===== config.mk =====
export PLATFORM = sky130hd
export DESIGN_NAME = usr_rx_brg
export DESIGN_NICKNAME = d
export VERILOG_FILES = /design/src/hw/usr_rx_brg.v
export VERILOG_INCLUDE_DIRS = /design/src /design/src/pkg
export SDC_FILE = /design/constraint.sdc
export NUM_CORES = 1
export LEC_CHECK = 0
export ABC_AREA = 1
export BUFFER_PORTS_ARGS = -buffer_cell sky130_fd_sc_hd__clkbuf_2
export CORE_ASPECT_RATIO = 2
export CORE_MARGIN = 3
export CORE_UTILIZATION = 45
export DETAILED_ROUTE_END_ITERATION = 16
export PLACE_DENSITY = 0.75
export SYNTH_ARGS = -nofsm -noshare
export SYNTH_HDL_FRONTEND = slang
export SYNTH_SLANG_ARGS = --single-unit
export TNS_END_PERCENT = 50

===== constraint.sdc =====
create_clock -name core_clk -period 2.8 [get_ports core_clk]
set_clock_uncertainty 0.2 [all_clocks]
set_input_delay 0.56 -clock core_clk [delete_from_list [all_inputs] [get_ports core_clk]]
set_output_delay 0.56 -clock core_clk [all_outputs]
set_load 0.01 [all_outputs]

===== src/pkg/usr_consts.vh =====
`ifndef USR_CONSTS_VH
`define USR_CONSTS_VH

// ****************************************************************
// Register byte offsets
// ****************************************************************
`define USR_OFF_RX_CTRL   8'h18
`define USR_OFF_TX_CTRL   8'h20
`define USR_OFF_DIVISOR   8'h24
`define USR_OFF_RX_DATA   8'h28
`define USR_OFF_INT_STAT  8'h2C
`define USR_OFF_INT_MASK  8'h30
`define USR_OFF_PIN_DIR   8'h34

// ****************************************************************
// Receive status and control fields
// ****************************************************************
`define USR_RC_SERIAL_PORT_ENABLE   7
`define USR_RC_RX9    6
`define USR_RC_SINGLE_RECEIVE_ENABLE   5
`define USR_RC_CONTINUOUS_RECEIVE_ENABLE   4
`define USR_RC_FRAMING_ERROR_FLAG   2
`define USR_RC_OVERRUN_ERROR_FLAG   1
`define USR_RC_RECEIVED_NINTH_BIT   0

// ****************************************************************
// Transmit status and control fields used here
// ****************************************************************
`define USR_TC_CSRC   7
`define USR_TC_SYNC   4
`define USR_TC_HIGH_SPEED_SELECT   2

// ****************************************************************
// Interrupt status bits
// ****************************************************************
`define USR_INT_RXD   0
`define USR_INT_OVR   1
`define USR_INT_FRM   2

// ****************************************************************
// Baud timer ticks per bit, minus one
// ****************************************************************
`define USR_LEN_ASYNC_LO  6'h3F
`define USR_LEN_ASYNC_HI  6'h0F
`define USR_LEN_SYNC      6'h03

// ****************************************************************
// Bus answers and reset values
// ****************************************************************
`define USR_RESP_OKAY    2'h0
`define USR_RESP_SLVERR  2'h2
`define USR_RST_BYTE     8'h00

`endif


===== src/hw/usr_rx_brg.v =====
// Function
// - One free running 8-bit baud timer, all modes
// - Divisor register sets the timer period
// - Async low speed: osc/(64*(div+1))
// - Async high speed: osc/(16*(div+1))
// - Sync: osc/(4*(div+1)), speed select ignored
// - Speed select ignored in synchronous mode
// - Sync: divisor rate only when master makes clock; async always uses it
// - Divisor write clears the baud timer immediately
// - Async: three mid-bit samples, majority decides bit; sync samples once per bit
// - Pins serve port only when enabled and directed
`timescale 1ns/1ps
`include "usr_consts.vh"

module usr_rx_brg #(
  parameter ADDR_W = 8
) (
  // Clock and reset
  input  wire              core_clk,
  input  wire              rst_n,
  // AXI4-Lite write address and data
  input  wire [ADDR_W-1:0] s_axi_awaddr,
  input  wire              s_axi_awvalid,
  output reg               s_axi_awready,
  input  wire [31:0]       s_axi_wdata,
  input  wire [3:0]        s_axi_wstrb,
  input  wire              s_axi_wvalid,
  output reg               s_axi_wready,
  // AXI4-Lite write response
  output reg  [1:0]        s_axi_bresp,
  output reg               s_axi_bvalid,
  input  wire              s_axi_bready,
  // AXI4-Lite read
  input  wire [ADDR_W-1:0] s_axi_araddr,
  input  wire              s_axi_arvalid,
  output reg               s_axi_arready,
  output reg  [31:0]       s_axi_rdata,
  output reg  [1:0]        s_axi_rresp,
  output reg               s_axi_rvalid,
  input  wire              s_axi_rready,
  // Serial line
  input  wire              rx_dt_in,
  input  wire              ck_in,
  output reg               ck_out,
  output reg               ck_oe,
  // Interrupt
  output reg               irq
);

  // ****************************************************************
  // Receiver states
  // ****************************************************************
  localparam [1:0] ST_IDLE  = 2'd0;
  localparam [1:0] ST_START = 2'd1;
  localparam [1:0] ST_DATA  = 2'd2;
  localparam [1:0] ST_STOP  = 2'd3;

  // ****************************************************************
  // Storage
  // ****************************************************************
  reg              serial_port_enable_q, rx9_q, single_receive_enable_q, continuous_receive_enable_q;  // Control bits
  reg              framing_error_flag_q, overrun_error_flag_q, received_ninth_bit_q;         // Status bits
  reg              csrc_q, sync_q, high_speed_select_q;          // Mode bits
  reg [7:0]        div_q;                           // Baud divisor
  reg [7:0]        brg_cnt_q;                       // Baud timer
  reg [1:0]        pin_dir_q;                       // Pin directions
  reg [7:0]        rdata_q;                         // Received byte
  reg              full_q;                          // Byte unread
  reg [2:0]        int_stat_q;                      // Sticky events
  reg [2:0]        int_mask_q;                      // Event enables
  reg [1:0]        st_q;                            // Receiver state
  reg [5:0]        ph_q;                            // Ticks in bit
  reg [3:0]        bit_q;                           // Bits received
  reg [1:0]        vote_q;                          // High samples
  reg [8:0]        sh_q;                            // Shift register
  reg              ck_prev_q;                       // Slave clock
  reg              aw_ok_q, w_ok_q;                 // Write halves held
  reg [ADDR_W-1:0] waddr_q;                         // Held address
  reg [7:0]        wdata_q;                         // Held data
  reg              wstrb0_q;                        // Low lane enabled

  // ****************************************************************
  // Decoding helpers
  // ****************************************************************
  // Address matches a register offset
  function hit;
    input [ADDR_W-1:0] a;
    input [7:0]        off;
    begin
      hit = (a[7:0] == off);
    end
  endfunction

  // Address lands on any mapped register
  function mapped;
    input [ADDR_W-1:0] a;
    begin
      mapped = hit(a, `USR_OFF_RX_CTRL) | hit(a, `USR_OFF_TX_CTRL) |
               hit(a, `USR_OFF_DIVISOR) | hit(a, `USR_OFF_RX_DATA) |
               hit(a, `USR_OFF_INT_STAT) | hit(a, `USR_OFF_INT_MASK) |
               hit(a, `USR_OFF_PIN_DIR);
    end
  endfunction

  // ****************************************************************
  // Combinational control
  // ****************************************************************
  wire wr_fire = aw_ok_q & w_ok_q & ~s_axi_bvalid;     // Write now
  wire wr_go   = wr_fire & wstrb0_q;                   // Lane 0 written
  wire ar_hs   = s_axi_arvalid & s_axi_arready;        // Read taken
  wire rd_pop  = ar_hs & hit(s_axi_araddr, `USR_OFF_RX_DATA);
  wire div_wr  = wr_go & hit(waddr_q, `USR_OFF_DIVISOR);
  wire rc_wr   = wr_go & hit(waddr_q, `USR_OFF_RX_CTRL);
  wire master  = sync_q & csrc_q;                      // Makes clock
  wire pins_ok = serial_port_enable_q & (&pin_dir_q);
  // Baud timer period is divisor plus one cycles
  wire tick    = (brg_cnt_q == div_q);
  // Ticks per bit; sync ignores speed select
  wire [5:0] len_m1 = sync_q ? `USR_LEN_SYNC :
                      (high_speed_select_q ? `USR_LEN_ASYNC_HI :
                                `USR_LEN_ASYNC_LO);
  wire [5:0] mid    = len_m1 / 6'd2 + 6'd1;            // Bit centre
  // Receive runs: async on continuous, sync master on either bit,
  // sync slave on continuous only
  wire rx_on   = pins_ok & ~overrun_error_flag_q &
                 (continuous_receive_enable_q | (master & single_receive_enable_q));
  // Sync master samples at end of clock high half
  wire s_samp  = master ? (tick & (ph_q == `USR_LEN_SYNC)) :
                 (ck_in & ~ck_prev_q);
  wire in_win  = (ph_q + 6'd1 == mid) | (ph_q == mid) |
                 (ph_q == mid + 6'd1);
  // Majority including the sample taken this cycle
  wire [1:0] votes = vote_q + {1'b0, in_win & rx_dt_in};
  wire       bitv  = votes[1];
  wire       last  = (bit_q == (rx9_q ? 4'd8 : 4'd7));

  // ****************************************************************
  // Baud timer
  // ****************************************************************
  // Free running count, restarted at once by a divisor write
  always @(posedge core_clk or negedge rst_n) begin
    if (!rst_n) begin
      brg_cnt_q <= `USR_RST_BYTE;
    end else if (div_wr || tick) begin
      brg_cnt_q <= `USR_RST_BYTE;
    end else begin
      brg_cnt_q <= brg_cnt_q + 8'h01;
    end
  end

  // ****************************************************************
  // Registers and receiver
  // ****************************************************************
  // Software writes and receive engine share this process
  always @(posedge core_clk or negedge rst_n) begin : rx_proc
    reg       done;
    reg [8:0] shn;
    reg       fe;
    done = 1'b0;
    shn  = sh_q;
    fe   = 1'b0;
    if (!rst_n) begin
      serial_port_enable_q <= 1'b0; rx9_q <= 1'b0; single_receive_enable_q <= 1'b0; continuous_receive_enable_q <= 1'b0;
      framing_error_flag_q <= 1'b0; overrun_error_flag_q <= 1'b0; received_ninth_bit_q <= 1'b0;
      csrc_q <= 1'b0; sync_q <= 1'b0; high_speed_select_q <= 1'b0;
      div_q <= `USR_RST_BYTE; pin_dir_q <= 2'b00;
      rdata_q <= `USR_RST_BYTE; full_q <= 1'b0;
      int_stat_q <= 3'b000; int_mask_q <= 3'b000;
      st_q <= ST_IDLE; ph_q <= 6'h00; bit_q <= 4'h0; vote_q <= 2'b00;
      sh_q <= 9'h000; ck_prev_q <= 1'b0;
      ck_out <= 1'b0; ck_oe <= 1'b0; irq <= 1'b0;
    end else begin
      ck_prev_q <= ck_in;
      // Register writes
      if (rc_wr) begin
        serial_port_enable_q <= wdata_q[`USR_RC_SERIAL_PORT_ENABLE];
        rx9_q  <= wdata_q[`USR_RC_RX9];
        single_receive_enable_q <= wdata_q[`USR_RC_SINGLE_RECEIVE_ENABLE];
        continuous_receive_enable_q <= wdata_q[`USR_RC_CONTINUOUS_RECEIVE_ENABLE];
        if (!wdata_q[`USR_RC_CONTINUOUS_RECEIVE_ENABLE]) begin
          overrun_error_flag_q <= 1'b0;
        end
      end
      if (wr_go && hit(waddr_q, `USR_OFF_TX_CTRL)) begin
        csrc_q <= wdata_q[`USR_TC_CSRC];
        sync_q <= wdata_q[`USR_TC_SYNC];
        high_speed_select_q <= wdata_q[`USR_TC_HIGH_SPEED_SELECT];
      end
      if (div_wr) begin
        div_q <= wdata_q;
      end
      if (wr_go && hit(waddr_q, `USR_OFF_PIN_DIR)) begin
        pin_dir_q <= wdata_q[1:0];
      end
      if (wr_go && hit(waddr_q, `USR_OFF_INT_MASK)) begin
        int_mask_q <= wdata_q[2:0];
      end
      // Receive engine
      if (!rx_on) begin
        // Abort any character when reception stops
        st_q <= ST_IDLE;
        ph_q <= 6'h00;
      end else if (sync_q) begin
        // Synchronous: data bits only, on the bit clock
        if (st_q == ST_IDLE) begin
          st_q  <= ST_DATA;
          ph_q  <= 6'h00;
          bit_q <= 4'h0;
        end else begin
          if (tick) begin
            ph_q <= ph_q + 6'h01;
            if (ph_q == `USR_LEN_SYNC) begin
              ph_q <= 6'h00;
            end
          end
          if (s_samp) begin
            shn   = {rx_dt_in, sh_q[8:1]};
            bit_q <= bit_q + 4'h1;
            if (last) begin
              done  = 1'b1;
              bit_q <= 4'h0;
              // Single receive ends unless continuous holds on
              if (!continuous_receive_enable_q) begin
                single_receive_enable_q <= 1'b0;
                st_q   <= ST_IDLE;
              end
            end
          end
        end
      end else begin
        // Asynchronous framing
        case (st_q)
          ST_IDLE: begin
            if (!rx_dt_in) begin
              st_q   <= ST_START;
              ph_q   <= 6'h00;
              vote_q <= 2'b00;
            end
          end
          default: begin
            if (tick) begin
              vote_q <= votes;
              ph_q   <= ph_q + 6'h01;
              if (ph_q == len_m1) begin
                ph_q   <= 6'h00;
                vote_q <= 2'b00;
                case (st_q)
                  ST_START: begin
                    // High start bit is a false start
                    st_q  <= bitv ? ST_IDLE : ST_DATA;
                    bit_q <= 4'h0;
                  end
                  ST_DATA: begin
                    shn   = {bitv, sh_q[8:1]};
                    bit_q <= bit_q + 4'h1;
                    if (last) begin
                      st_q <= ST_STOP;
                    end
                  end
                  default: begin
                    done = 1'b1;
                    fe   = ~bitv;
                    st_q <= ST_IDLE;
                  end
                endcase
              end
            end
          end
        endcase
      end
      sh_q <= shn;
      // Character complete: overrun if previous byte still unread
      if (done && full_q && !rd_pop) begin
        overrun_error_flag_q        <= 1'b1;
        int_stat_q[1] <= 1'b1;
      end else if (done) begin
        full_q  <= 1'b1;
        framing_error_flag_q  <= fe;
        // Nine bits fill the register; eight leave it one short
        rdata_q <= rx9_q ? shn[7:0] : shn[8:1];
        received_ninth_bit_q  <= rx9_q & shn[8];
        int_stat_q[`USR_INT_RXD] <= 1'b1;
        if (fe) begin
          int_stat_q[`USR_INT_FRM] <= 1'b1;
        end
      end else if (rd_pop) begin
        full_q <= 1'b0;
      end
      // Write-one clear; a new event in the same cycle wins
      if (wr_go && hit(waddr_q, `USR_OFF_INT_STAT)) begin
        int_stat_q <= (int_stat_q & ~wdata_q[2:0]) |
                      {done & ~(full_q & ~rd_pop) & fe,
                       done & full_q & ~rd_pop,
                       done & ~(full_q & ~rd_pop)};
      end
      irq   <= |(int_stat_q & int_mask_q);
      // Clock pin driven only by an enabled synchronous master
      ck_oe  <= pins_ok & master;
      ck_out <= master & (st_q == ST_DATA) & ph_q[1];
    end
  end

  // ****************************************************************
  // AXI4-Lite write channel
  // ****************************************************************
  // Address and data taken in either order, answered once both held
  always @(posedge core_clk or negedge rst_n) begin
    if (!rst_n) begin
      s_axi_awready <= 1'b1;
      s_axi_wready  <= 1'b1;
      s_axi_bvalid  <= 1'b0;
      s_axi_bresp   <= `USR_RESP_OKAY;
      aw_ok_q       <= 1'b0;
      w_ok_q        <= 1'b0;
      waddr_q       <= {ADDR_W{1'b0}};
      wdata_q       <= `USR_RST_BYTE;
      wstrb0_q      <= 1'b0;
    end else begin
      if (s_axi_awvalid && s_axi_awready) begin
        aw_ok_q       <= 1'b1;
        waddr_q       <= s_axi_awaddr;
        s_axi_awready <= 1'b0;
      end
      if (s_axi_wvalid && s_axi_wready) begin
        w_ok_q       <= 1'b1;
        wdata_q      <= s_axi_wdata[7:0];
        wstrb0_q     <= s_axi_wstrb[0];
        s_axi_wready <= 1'b0;
      end
      if (wr_fire) begin
        aw_ok_q      <= 1'b0;
        w_ok_q       <= 1'b0;
        s_axi_bvalid <= 1'b1;
        s_axi_bresp  <= mapped(waddr_q) ? `USR_RESP_OKAY :
                                          `USR_RESP_SLVERR;
      end
      if (s_axi_bvalid && s_axi_bready) begin
        s_axi_bvalid  <= 1'b0;
        s_axi_awready <= 1'b1;
        s_axi_wready  <= 1'b1;
      end
    end
  end

  // ****************************************************************
  // AXI4-Lite read channel
  // ****************************************************************
  // One read at a time; data registered the cycle after the address
  always @(posedge core_clk or negedge rst_n) begin
    if (!rst_n) begin
      s_axi_arready <= 1'b1;
      s_axi_rvalid  <= 1'b0;
      s_axi_rresp   <= `USR_RESP_OKAY;
      s_axi_rdata   <= 32'h0000_0000;
    end else begin
      if (ar_hs) begin
        s_axi_arready <= 1'b0;
        s_axi_rvalid  <= 1'b1;
        s_axi_rresp   <= mapped(s_axi_araddr) ? `USR_RESP_OKAY :
                                                `USR_RESP_SLVERR;
        s_axi_rdata   <= 32'h0000_0000;
        if (hit(s_axi_araddr, `USR_OFF_RX_CTRL)) begin
          s_axi_rdata[7:0] <= {serial_port_enable_q, rx9_q, single_receive_enable_q, continuous_receive_enable_q, 1'b0,
                               framing_error_flag_q, overrun_error_flag_q, received_ninth_bit_q};
        end
        if (hit(s_axi_araddr, `USR_OFF_TX_CTRL)) begin
          s_axi_rdata[`USR_TC_CSRC] <= csrc_q;
          s_axi_rdata[`USR_TC_SYNC] <= sync_q;
          s_axi_rdata[`USR_TC_HIGH_SPEED_SELECT] <= high_speed_select_q;
        end
        if (hit(s_axi_araddr, `USR_OFF_DIVISOR)) begin
          s_axi_rdata[7:0] <= div_q;
        end
        if (hit(s_axi_araddr, `USR_OFF_RX_DATA)) begin
          s_axi_rdata[7:0] <= rdata_q;
        end
        if (hit(s_axi_araddr, `USR_OFF_INT_STAT)) begin
          s_axi_rdata[2:0] <= int_stat_q;
        end
        if (hit(s_axi_araddr, `USR_OFF_INT_MASK)) begin
          s_axi_rdata[2:0] <= int_mask_q;
        end
        if (hit(s_axi_araddr, `USR_OFF_PIN_DIR)) begin
          s_axi_rdata[1:0] <= pin_dir_q;
        end
      end
      if (s_axi_rvalid && s_axi_rready) begin
        s_axi_rvalid  <= 1'b0;
        s_axi_arready <= 1'b1;
      end
    end
  end

endmodule


After elaboration in Yosys (flattened, before gate mapping)
Cells that the tools add are included. Widths: inputs -> output; s select.

Bits in writable memories: 0. Flip-flop bits (word level): 106. Latch bits: 0. Word-level logic and storage cells: 281. ROM bits: 0. Memories: 0. Input bits: 61. Output and inout port bits: 44.

Div/mod/pow operators: 0. Shift operators: 0. Magnitude comparators: 0. Bitwise logic cells: 51. Reductions and logical operators: 40. Eq/ne operators: 36. Muxes and demuxes: 107. Multipliers: 0. Add/sub/neg operators: 6.

Operator list (number): $eq 8x6->1 const B (12); $mux 9 (8); $mux 6 (11); $mux 1 (51); $mux 8 (5); $mux 2 (19); $mux 4 (8); $reduce_bool 2->1 (14); $and 1x1->1 (24); $eq 6x6->1 (4); $eq 8x5->1 const B (2); $or 1x1->1 (15); $add 6x1->6 const B (2); $ne 4x2->1 const B (3); $reduce_and 2->1 (6); $logic_and 1x1->1 (10); $mux 3 (3); $add 8x1->8 const B (1); $eq 8x8->1 (1); $ne 4x3->1 const B (2); $ne 4x4->1 const B (2); $not 1->1 (8); $pmux 4 s2 (1); $reduce_and 7->1 (1); other kinds (24) (27).

Logic depth before layout (Yosys ltp)
Gate-level depths: netlist (run 1).

Depth in word-level cells: 19. Mapped depth: 17. Gate-level depth less buffers: 16.

Least setup slack after synthesis (run 1)
OpenSTA, ideal clock, no wires.

Path kind: reg-to-reg. Start point: register ph_q[0]. End point: register received_ninth_bit_q. Setup slack: 0.418 ns. Required time: 2.482 ns. Stages on the path, launching flop included: 15. Clock period less this slack: 2.382 ns. Library setup time: 0.118 ns. Arrival: 2.064 ns. Cells stage by stage: dfrtp_1 > ha_1 > or2_2 > nand3_1 > nor3_1 > nand3_1 > a21boi_0 > ha_1 > xor2_1 > inv_1 > nand4_1 > nand3_1 > nand3_1 > nand3_1 > nand2_1.

Longest elaborated chain between the ends: 13. Elaborated cells between the ends (all ways): 32. Those cells by class: add/sub (2); eq/ne (5); mux (16); bitwise (6); reduce/logical (3).

RTL lines: from (decl) (RTL line usr_rx_brg.v:72) `reg [5:0] ph_q;`; from (signal assigned) (RTL line usr_rx_brg.v:211) `ph_q <= ph_q + 6'h01;`; from (signal assigned) (RTL line usr_rx_brg.v:243) `ph_q <= ph_q + 6'h01;`; $add 6x1->6 (RTL line usr_rx_brg.v:130) `wire in_win = (ph_q + 6'd1 == mid) | (ph_q == mid) |`; $eq 6x6->1 (RTL line usr_rx_brg.v:130); $or 1x1->1 (2 in series) (RTL line usr_rx_brg.v:130); $and 1x1->1 (RTL line usr_rx_brg.v:133) `wire [1:0] votes = vote_q + {1'b0, in_win & rx_dt_in};`; $add 2x1->2 (RTL line usr_rx_brg.v:133); $mux 9 (RTL line usr_rx_brg.v:247) `case (st_q)`; $mux 9 (RTL line usr_rx_brg.v:244) `if (ph_q == len_m1) begin`; $mux 9 (RTL line usr_rx_brg.v:241) `if (tick) begin`; $mux 9 (RTL line usr_rx_brg.v:232) `case (st_q)`; $mux 9 (RTL line usr_rx_brg.v:203) `end else if (sync_q) begin`; $mux 9 (RTL line usr_rx_brg.v:199) `if (!rx_on) begin`; $and 1x1->1 (RTL line usr_rx_brg.v:281) `received_ninth_bit_q <= rx9_q & shn[8];`; to (signal assigned) (RTL line usr_rx_brg.v:281); to (decl) (RTL line usr_rx_brg.v:62) `reg framing_error_flag_q, overrun_error_flag_q, received_ninth_bit_q;`.

Several ways; a longest one is shown, not always the timed one. A chain may end at the register's enable or synchronous reset.

Worst setup path in the final report (run 1)
Start point: register ph_q[1]. End point: register st_q[1].

Longest elaborated chain between the ends: 13. Elaborated cells between the ends (all ways): 22. Those cells by class: add/sub (2); eq/ne (7); mux (8); bitwise (4); reduce/logical (1).

RTL lines: $add 6x1->6 (RTL line usr_rx_brg.v:130); $eq 6x6->1 (RTL line usr_rx_brg.v:130); $or 1x1->1 (2 in series) (RTL line usr_rx_brg.v:130); $and 1x1->1 (RTL line usr_rx_brg.v:133); $add 2x1->2 (RTL line usr_rx_brg.v:133); $mux 2 (RTL line usr_rx_brg.v:250) `st_q <= bitv ? ST_IDLE : ST_DATA;`; $pmux 2 s2 (RTL line usr_rx_brg.v:247); $mux 2 (RTL line usr_rx_brg.v:244); $mux 2 (RTL line usr_rx_brg.v:241); $mux 2 (RTL line usr_rx_brg.v:232); $mux 2 (RTL line usr_rx_brg.v:203); $mux 2 (RTL line usr_rx_brg.v:199); to (signal assigned) (RTL line usr_rx_brg.v:250); to (decl) (RTL line usr_rx_brg.v:71) `reg [1:0] st_q;`.

Several ways; a longest one is shown, not always the timed one. The select of a mux whose other input is x is not followed.

==> results of run 1 <==
[state kept, by name, summed over array words and instances, names as in the netlist, 2 cells and up]
name	flops
brg_cnt_q	8
s_axi_rdata	8
wdata_q	8
sh_q	9
ph_q	6
bit_q	4
waddr_q	8
int_mask_q	3
pin_dir_q	2
rdata_q	8
st_q	2
div_q	8
vote_q	2
int_stat_q	3
[worst register-to-register path: cells and delay by family (launching register included)]
kind	cells	cell delay, ns
adders and majority gates	1	0.18
DFF	1	0.45
AOI/OAI and AO/OA	3	0.32
xor gates and xnor gates	3	0.50
buffers and inverters	1	0.08
and+or+nand+nor	7	0.72
[timing repair]
item	in CTS	in global routing
setup endpoints to repair	0	5
gates resized for setup	0	8
buffers inserted	0	2
[metal layers]
layer / routed length, µm / vias to the layer above / GRT usage [%]
met4: 643 / 0 / 11.47
met1: 5173 / 2451 / 20.72
met3: 418 / 44 / 2.462
met5: 0 / - / 0
met2: 8273 / 128 / 39.49
li1: - / 2586 / -
[power breakdown]
part           internal [W]  total [W]  switching (W)
clock network      0.000655    0.00121       0.000553
registers           0.00178    0.00199       0.000206
logic              0.000374    0.00111       0.000736
total               0.00281    0.00431        0.00149
[area by class of cell]
| class | count | area (µm²) | share of cell area (%) |
|---|---|---|---|
| well taps | 150 | 187.7 | 2.825 |
| flip-flops and latches | 104 | 2608 | 39.25 |
| clock buffers | 14 | 264.0 | 3.974 |
| multi-input cells | 539 | 2740 | 41.25 |
| repair buffers | 75 | 450.4 | 6.781 |
| clock inverters | 2 | 16.27 | 0.2449 |
| inverters | 99 | 376.6 | 5.670 |
[cells by family after synthesis]
kind of cell    Yosys count
fa+ha+maj                 8
xor+xnor                 12
buf+inv                 139
other cells               1
simple gates            392
compound gates          101
flops                   104
[how the worst max path moves through the flow]
| stage | start | endpoint | slack, ns |
|---|---|---|---|
| floorplan | ph_q[0]$_DFFE_PN0P_ | received_ninth_bit_q$_DFFE_PN0P_ | 0.42 |
| global placement | ph_q[0]$_DFFE_PN0P_ | st_q[1]$_DFFE_PN0P_ | 0.14 |
| detailed placement | ph_q[0]$_DFFE_PN0P_ | received_ninth_bit_q$_DFFE_PN0P_ | 0.13 |
| CTS | ph_q[0]$_DFFE_PN0P_ | st_q[1]$_DFFE_PN0P_ | 0.09 |
| global route | ph_q[1]$_DFFE_PN0P_ | st_q[1]$_DFFE_PN0P_ | 0.004 |
| finish | ph_q[1]$_DFFE_PN0P_ | st_q[1]$_DFFE_PN0P_ | 0.24 |
[cell usage in the layout, fill, tap and decap left out, types with 3 or more instances in the layout]
cell,synthesis,layout
o21ai_0,61,61
dfrtp_1,101,100
nand2_1,191,191
xor2_1,10,9
a31oi_1,3,3
nor4_1,3,3
buf_4,28,24
dfstp_2,3,3
ha_1,8,7
nor3_1,18,16
nor3b_1,3,3
clkbuf_2,0,50
nor3_2,1,3
nor2_2,3,3
nor2_4,5,5
inv_1,91,90
nor2_1,50,50
nand3b_1,3,3
clkbuf_16,0,9
o21ai_2,3,3
nand3_1,65,64
a21oi_1,17,17
o211ai_1,3,3
clkbuf_1,8,3
conb_1,1,26
inv_2,6,7
nand4_1,41,41
[stage by stage]
step                total power (W)  instance area, µm²  utilization [%]  hold slack, ns  worst slack [ns]
floorplan                  0.002759                5961                -         0.06441            0.4183
global placement           0.003095                6311            49.69          0.2560            0.1415
detailed placement         0.003126                6311            49.69          0.2665            0.1302
CTS                        0.004335                6591            51.90         0.02121           0.09290
global route               0.004575                6643            52.31         0.04276          0.003884
finish                     0.004308                6643            52.31     -0.00004607            0.2354
==> metrics.cfg, run 1 <==
[final_layout]
fill_cells=1229
drive_gt1_share_pct=15.25
area_growth_pct=13.22
antenna_cells=0
final_cell_count_no_fill=983
nets=897

[flow_run]
drv_cap=0

[logic_synthesis]
syn_area_um2=5867
synth_top_flop_cell=dfrtp_1
synth-xor-area-share_pct=1.791
avgSynthCellArea_um2=7.750
synth_mux_area_share_pct=0
synth_area_leader_cell=dfrtp_1
seq_area_frac_synth_pct=44.42
synth_cell_types=47
yosysTopAreaCellShare_pct=43.08
yosys-top-cells-area=dfrtp_1, nand2_1, inv_1
synth-seq-cells=104
synth_enable_flop_cells=0
synth-simple-area-share_pct=31.22
synth.most_common_cell=nand2_1
yosysWarnings=0
async_reset_ff_share_pct=100.0
synthAdderAreaFrac_pct=1.706
synth_compound_area_share_pct=9.725
synth_top_family_by_area=simple AND/OR/NAND/NOR gates
synth_common_cells=nand2_1, dfrtp_1, inv_1
syn_inst=757

[drt]
firstDrtPassIters=5
dr_total_vias=5209
drtIter0Drc=334
wl_um=14510
routed_via_density=5.299
ant_nets=0
wl_per_cell_um=14.76
drc=0

[global_route]
antenna_found_initial=0
grt_pass1_wl_um=23730
grt_max_degree=45
grt_pass1_vias=5108
grtUsageTotal_pct=20.71
grt-ovfl-total=0

[power]
ir_drop_v=0.0003932
power.density_nw_per_um2=648.5
leakage_nw=3.233

[critical_path]
critical-path-top-delay-family=simple AND/OR/NAND/NOR gates
path_cells=nand3_2 -> xor2_2 -> xnor2_1 -> nor3_2 -> nand3_1 -> a21boi_1 -> ha_1 -> xor2_1 -> inv_2 -> nand2_1 -> nand2_1 -> a31oi_1 -> nor3_1 -> nor2_1 -> a21oi_1
reg2regPathDepth=15
critical_path_arrival_ns=2.60
crit_top_cell=nand2_1
ff2ff_setup_slack_ns=0.24
worst_setup_path_end_kind=flip-flop
crit_slowest_cell=dfrtp_1
path_depth=15
worstPathRequired_ns=2.83
max_stage_delay_ns=0.45
cp.buffers_inverters=1
crit_type=reg -> reg
timing.rr.start=ph_q[1]$_DFFE_PN0P_
r2r-end=st_q[1]$_DFFE_PN0P_
crit_fanout=4
cp-start-kind=flip-flop

[clock_network]
clk_path_buf_depth=2
cts_buffers=9
cts_root_buf=clkbuf_16
hold_buffers=0
numClockSinks=104
cts_tree=done
cts-htree-levels=3
clkLatencyLatePin_ns=0.35
clk_pin_slew_ns=0.07

[die]
start_util_pct=46.20
die_w_um=86.74
coreArea_um2=12700
num_io_pins=105
die_h_um=167.5
row_count=58
dieArea_um2=14530

[placement]
gp_congestion=0.9232
dp_hpwl_um=11460
placed_cells=965
portBuffers=51

[timing]
fmax_ghz=0.3899
hold_violations=1
slew_violations=0
holdWs_ns=-0.00004607
fin_crit_sh_pct=91.59
grt_setup_unrepaired=false
period_needed_ns=2.565
worst_slew_pin_slew_ns=0.5781
fin_tns_setup_ns=0
setup_viol=0
slew_headroom_pct=61.46

[status]
status=complete, but fails checks
violations=hold timing

[min_path]
hp-class=in -> async

(Power assumes the default switching activity.)
==> run 2: changes to the inputs <==
==> constraint.sdc (replaced) <==
create_clock -name core_clk -period 2.5 [get_ports core_clk]
set_clock_uncertainty 0.2 [all_clocks]
set_input_delay 0.5 -clock core_clk [delete_from_list [all_inputs] [get_ports core_clk]]
set_output_delay 0.5 -clock core_clk [all_outputs]
set_load 0.01 [all_outputs]
==> metrics.cfg, run 2 (same netlist as run 1, synthesis figures left out) <==
[status]
status=complete, but fails checks
violations=setup timing

[timing]
period_needed_ns=2.561
holdWs_ns=0.06263
hold_violations=0
grt_setup_unrepaired=true
slew_violations=0
fmax_ghz=0.3905
fin_tns_setup_ns=-0.06081
fin_crit_sh_pct=102.4
worst_slew_pin_slew_ns=0.5868
setup_viol=1
slew_headroom_pct=60.62
setup_slack_ns=-0.06081

[min_path]
hp-class=in -> reg

[placement]
dp_hpwl_um=11980
portBuffers=51
gp_congestion=0.9578

[die]
die_h_um=167.5
start_util_pct=46.20
die_w_um=86.74
coreArea_um2=12700
row_count=58
dieArea_um2=14530
num_io_pins=105

[drt]
ant_nets=0
dr_total_vias=5352
routed_via_density=5.347
drtIter0Drc=234
drc=0
wl_um=15060
firstDrtPassIters=5
wl_per_cell_um=15.04

[power]
ir_drop_v=0.0005474
power.density_nw_per_um2=728.0
p_total_w=0.004960
leakage_nw=3.326

[clock_network]
cts_tree=done
clkLatencyLatePin_ns=0.36
cts_buffers=9
numClockSinks=104
cts-htree-levels=3
clk_pin_slew_ns=0.07
clk_path_buf_depth=2
cts_root_buf=clkbuf_16

[critical_path]
crit_slowest_cell=dfrtp_2
crit_type=reg -> reg
worstPathRequired_ns=2.54
cp.buffers_inverters=1
critical_path_arrival_ns=2.60
critical-path-top-delay-family=simple AND/OR/NAND/NOR gates
cp-start-kind=flip-flop
max_stage_delay_ns=0.42
crit_fanout=5
path_cells=nand3_2 -> xor2_2 -> xnor2_1 -> nor3_2 -> nand3_1 -> a21boi_1 -> ha_1 -> xor2_1 -> inv_2 -> nand2_1 -> nand2_1 -> a31oi_1 -> nor3_1 -> nor2_1 -> a21oi_1
crit_top_cell=nand2_1
worst_setup_path_end_kind=flip-flop

[final_layout]
layout_common_cells=nand2_1, dfrtp_1, inv_1, nand3_1, o21ai_0
final_common_cell=nand2_1
antenna_cells=0
nets=915
regMostFlops=sh_q
area_growth_pct=16.14
largest_reg_flops=9
drive_gt1_share_pct=17.63

[global_route]
grt_max_degree=36
grt_pass1_wl_um=24740
grt_pass1_vias=5312
grt-ovfl-total=0
antenna_found_initial=0
grtUsageTotal_pct=21.61

[flow_run]
drv_cap=0

-- run 2: cell types whose count changed in the layout (fill, tap and decap cells not counted), sizes merged --
cell	before	now
buf	25	42
bufinv	0	1
clkbuf	64	60
clkinvlp	1	3
dlygate4sd3	0	1
inv	98	99
-- run 2: final timing paths --
| kind | from | endpoint | slack, ns | cells past startpoint |
|---|---|---|---|---|
| min in group asynchronous | rst_n | sh_q[1]$_DFF_PN0_ | 0.43 | 2 |
| max in group asynchronous | rst_n | div_q[0]$_DFFE_PN0P_ | 1.07 | 3 |
| max | ph_q[0]$_DFFE_PN0P_ | st_q[1]$_DFFE_PN0P_ | -0.06 | 15 |
| max reg2reg | ph_q[0]$_DFFE_PN0P_ | st_q[1]$_DFFE_PN0P_ | -0.06 | 15 |
| min | ck_in | ck_prev_q$_DFF_PN0_ | 0.06 | 1 |
| min reg2reg | s_axi_arready$_DFFE_PN1P_ | s_axi_arready$_DFFE_PN1P_ | 0.28 | 2 |
-- run 2: metal layers --
metal	vias to the layer above	GRT usage, %	wire [µm]
met5	-	0	0
met4	0	13.64	828
met3	59	2.757	515
met2	164	40.49	8484
met1	2501	21.40	5227
li1	2628	-	-
-- run 2: per-stage QoR --
step                      cell area [µm²]  std cells  util, %  worst slack, ns
after floorplan                      5961        782        -           0.1183
after global placement               6446        983    50.76          -0.1319
after detailed placement             6446        983    50.76          -0.1542
after CTS                            6789       1001    53.46         -0.06811
after global routing                 6814       1001    53.66          -0.2047
final                                6814       1001    53.66         -0.06081
-- run 2: worst reg2reg max path: stages (launching register included) --
cell and delay [ns]:
dfrtp_2 0.42, nand3_2 0.13, xor2_2 0.17, xnor2_1 0.14
nor3_2 0.19, nand3_1 0.11, a21boi_1 0.15, ha_1 0.17
xor2_1 0.17, inv_2 0.08, nand2_1 0.06, nand2_1 0.05
a31oi_1 0.14, nor3_1 0.07, nor2_1 0.12, a21oi_1 0.06
-- run 2: what timing repair did --
action,in CTS,in global routing
pin swaps,2,1
hold endpoints to repair,28,0
setup endpoints to repair,6,20
hold buffers,1,0
setup buffers,1,0
gates cloned,0,0
resized for setup,6,6
-- run 2: area by class of cell --
type	instances	area [µm²]
multi-input combinational	539	2743
tap	150	187.7
inverter	99	376.6
clock inverter	6	66.31
timing repair buffer	93	591.8
sequential	104	2610
fill	1159	5886
clock buffer	10	239.0
-- run 2: report_power, final --
| part | switching, W | internal, W |
|---|---|---|
| Clock | 0.000652 | 0.000806 |
| Combinational | 0.000841 | 0.000442 |
| Sequential | 0.000222 | 0.00200 |
==> run 3: changes to the inputs <==
--- a/config.mk
+++ b/config.mk
@@ -6,13 +6,12 @@
 export SDC_FILE = /design/constraint.sdc
 export NUM_CORES = 1
 export LEC_CHECK = 0
-export ABC_AREA = 1
-export BUFFER_PORTS_ARGS = -buffer_cell sky130_fd_sc_hd__clkbuf_2
 export CORE_ASPECT_RATIO = 2
 export CORE_MARGIN = 3
 export CORE_UTILIZATION = 45
 export DETAILED_ROUTE_END_ITERATION = 16
-export PLACE_DENSITY = 0.75
+export DONT_BUFFER_PORTS = 1
+export PLACE_DENSITY = 0.68
 export SYNTH_ARGS = -nofsm -noshare
 export SYNTH_HDL_FRONTEND = slang
 export SYNTH_SLANG_ARGS = --single-unit
==> metrics.cfg, run 3 <==
[status]
status=complete, but fails checks
violations=hold timing, setup timing

[clock_network]
cts_tree=done
clkLatencyLatePin_ns=0.35
cts-htree-levels=3
clk_pin_slew_ns=0.07
cts_root_buf=clkbuf_16
numClockSinks=104
clk_path_buf_depth=2
hold_buffers=1
cts_buffers=9

[power]
power_frac_seq_pct=47.8
p_total_w=0.004429
p_int_w=0.003222
clkPwrFrac_pct=37.2
p_sw_share_pct=27.24
power.density_nw_per_um2=628.0
ir_drop_v=0.0006163
power.net_switching_w=0.001207
pwr-share-comb_pct=15.0
leakage_nw=3.338

[logic_synthesis]
yosysTopAreaCellShare_pct=46.39
synth_mux_area_share_pct=13.00
synth_top_flop_cell=dfrtp_1
synth-xor-area-share_pct=3.055
synth_top_family_by_area=simple AND/OR/NAND/NOR gates
synth_cell_types=64
syn_inst=520
yosysWarnings=0
synth_common_cells=dfrtp_1, nand2_1, mux2_2
yosys-top-cells-area=dfrtp_1, mux2_2, buf_4
synth-seq-cells=104
async_reset_ff_share_pct=100.0
avgSynthCellArea_um2=10.48
synth-simple-area-share_pct=16.28
synth_compound_area_share_pct=11.30
syn_area_um2=5448
synth_area_leader_cell=dfrtp_1
synth_enable_flop_cells=0
synthAdderAreaFrac_pct=1.837
seq_area_frac_synth_pct=47.84
synth.most_common_cell=dfrtp_1

[global_route]
grt_max_degree=105
grtUsageTotal_pct=22.13
grt_pass1_wl_um=23480
grt_pass1_vias=4988
antenna_found_initial=0
grt-ovfl-total=0

[drt]
routed_via_density=5.668
wl_per_cell_um=18.64
wl_um=14670
drtIter0Drc=283
firstDrtPassIters=5
dr_total_vias=4461
ant_nets=0
drc=0

[final_layout]
layout_common_cells=buf_4, dfrtp_1, nand2_1, mux2_2, nor2_1
seq_area_um2=2609
final_common_cell=buf_4
multi_input_area_um2=2872
area_growth_pct=29.44
antenna_cells=0
nets=706
drive_gt1_share_pct=36.14
fill_cells=963
regMostFlops=sh_q
largest_reg_flops=9

[critical_path]
worst_setup_path_end_kind=flip-flop
timing.rr.start=ph_q[3]$_DFFE_PN0P_
path_cells=buf_6 -> nand2_4 -> nor2_4 -> xnor2_2 -> buf_4 -> nand4_1 -> a21oi_2 -> o21a_1 -> ha_4 -> xor2_4 -> nand2_2 -> nor4bb_4 -> nor4_2 -> inv_1 -> nand2_1 -> mux2i_1
critical_path_arrival_ns=2.97
crit_type=reg -> reg
crit_fanout=8
cp-start-kind=flip-flop
worstPathRequired_ns=2.57
startpoint=ph_q[3]$_DFFE_PN0P_
critical-path-top-delay-family=simple AND/OR/NAND/NOR gates
cp.buffers_inverters=3
crit_slowest_cell=dfrtp_1
max_stage_delay_ns=0.39

[die]
start_util_pct=46.28
num_io_pins=105
die_h_um=161.6
die_w_um=83.80
row_count=56
dieArea_um2=13540
coreArea_um2=11770

[placement]
portBuffers=0
gp_congestion=0.9368
place_ws_ns=-0.5111
dp_hpwl_um=10850

[timing]
grt_setup_unrepaired=true
setup_slack_ns=-0.4046
period_needed_ns=2.905
fin_crit_sh_pct=116.2
slew_violations=0
holdWs_ns=-0.3636
hold_violations=104
setup_viol=22
slew_headroom_pct=53.90
fmax_ghz=0.3443
worst_slew_pin_slew_ns=0.6822

[flow_run]
drv_cap=0

[min_path]
hp-class=in -> async

-- run 3: per-stage QoR --
step | setup TNS [ns] | cell area [µm²] | hold WS (ns) | util (%) | instances
floorplan | -1.424 | 5597 | 0.004409 | - | 545
global placement | -7.274 | 6232 | 0.008598 | 52.94 | 746
detailed placement | -8.091 | 6232 | 0.007403 | 52.94 | 746
CTS | -4.085 | 6954 | -0.3690 | 59.08 | 782
global route | -7.989 | 7052 | -0.3765 | 59.91 | 787
finish | -4.147 | 7052 | -0.3636 | 59.91 | 787
-- run 3: power groups by stage --
stage	registers, W	logic (W)	clock network, W
floorplan	0.00209	0.000442	0
global placement	0.00214	0.000603	0
detailed placement	0.00215	0.000627	0
CTS	0.00212	0.000651	0.00167
global route	0.00215	0.000729	0.00173
finish	0.00212	0.000664	0.00165
-- run 3: routing by layer --
layer | up-vias | track usage, % | wire [µm]
met5 | - | 0 | 0
met4 | 0 | 15.37 | 943
li1 | 2050 | - | -
met3 | 67 | 4.033 | 625
met1 | 2176 | 19.45 | 4767
met2 | 168 | 43.36 | 8333
-- run 3: cell type report --
type	instances	area share (%)
Inverter	26	1.384
Timing Repair Buffer	120	13.36
Sequential cell	104	36.99
Clock buffer	9	3.194
Multi-Input combinational cell	376	40.72
Tap cell	145	2.573
Clock inverter	7	1.774
-- run 3: cell families (layout without fill, tap and decap cells) --
kind of cell	after synthesis	in the layout
AOI/OAI and AO/OA	90	90
xor gates and xnor gates	19	19
adders and majority gates	8	8
buffers and inverters	65	162
DFF	104	104
muxes	65	65
other	1	26
and+or+nand+nor	168	168
-- run 3: what timing repair did --
| action | CTS | global route |
|---|---|---|
| pin swaps | 19 | 9 |
| gates cloned | 1 | 0 |
| resized for setup | 42 | 13 |
| endpoints found under the setup margin | 33 | 28 |
| endpoints found under the hold margin | 105 | 104 |
| setup buffers | 19 | 5 |
-- run 3: path summary, 6_finish.rpt --
kind	depth (start not counted)	endpoint	slack [ns]
worst min-delay path	0	waddr_q[7]$_DFFE_PN0P_	-0.36
min in group core_clk	1	s_axi_awready$_DFFE_PN1P_	0.01
worst min register to register	1	aw_ok_q$_DFFE_PN0P_	0.31
worst max register to register	16	received_ninth_bit_q$_DFFE_PN0P_	-0.40
max in group asynchronous	0	s_axi_wready$_DFFE_PN1P_	2.25
worst max-delay path	16	received_ninth_bit_q$_DFFE_PN0P_	-0.40
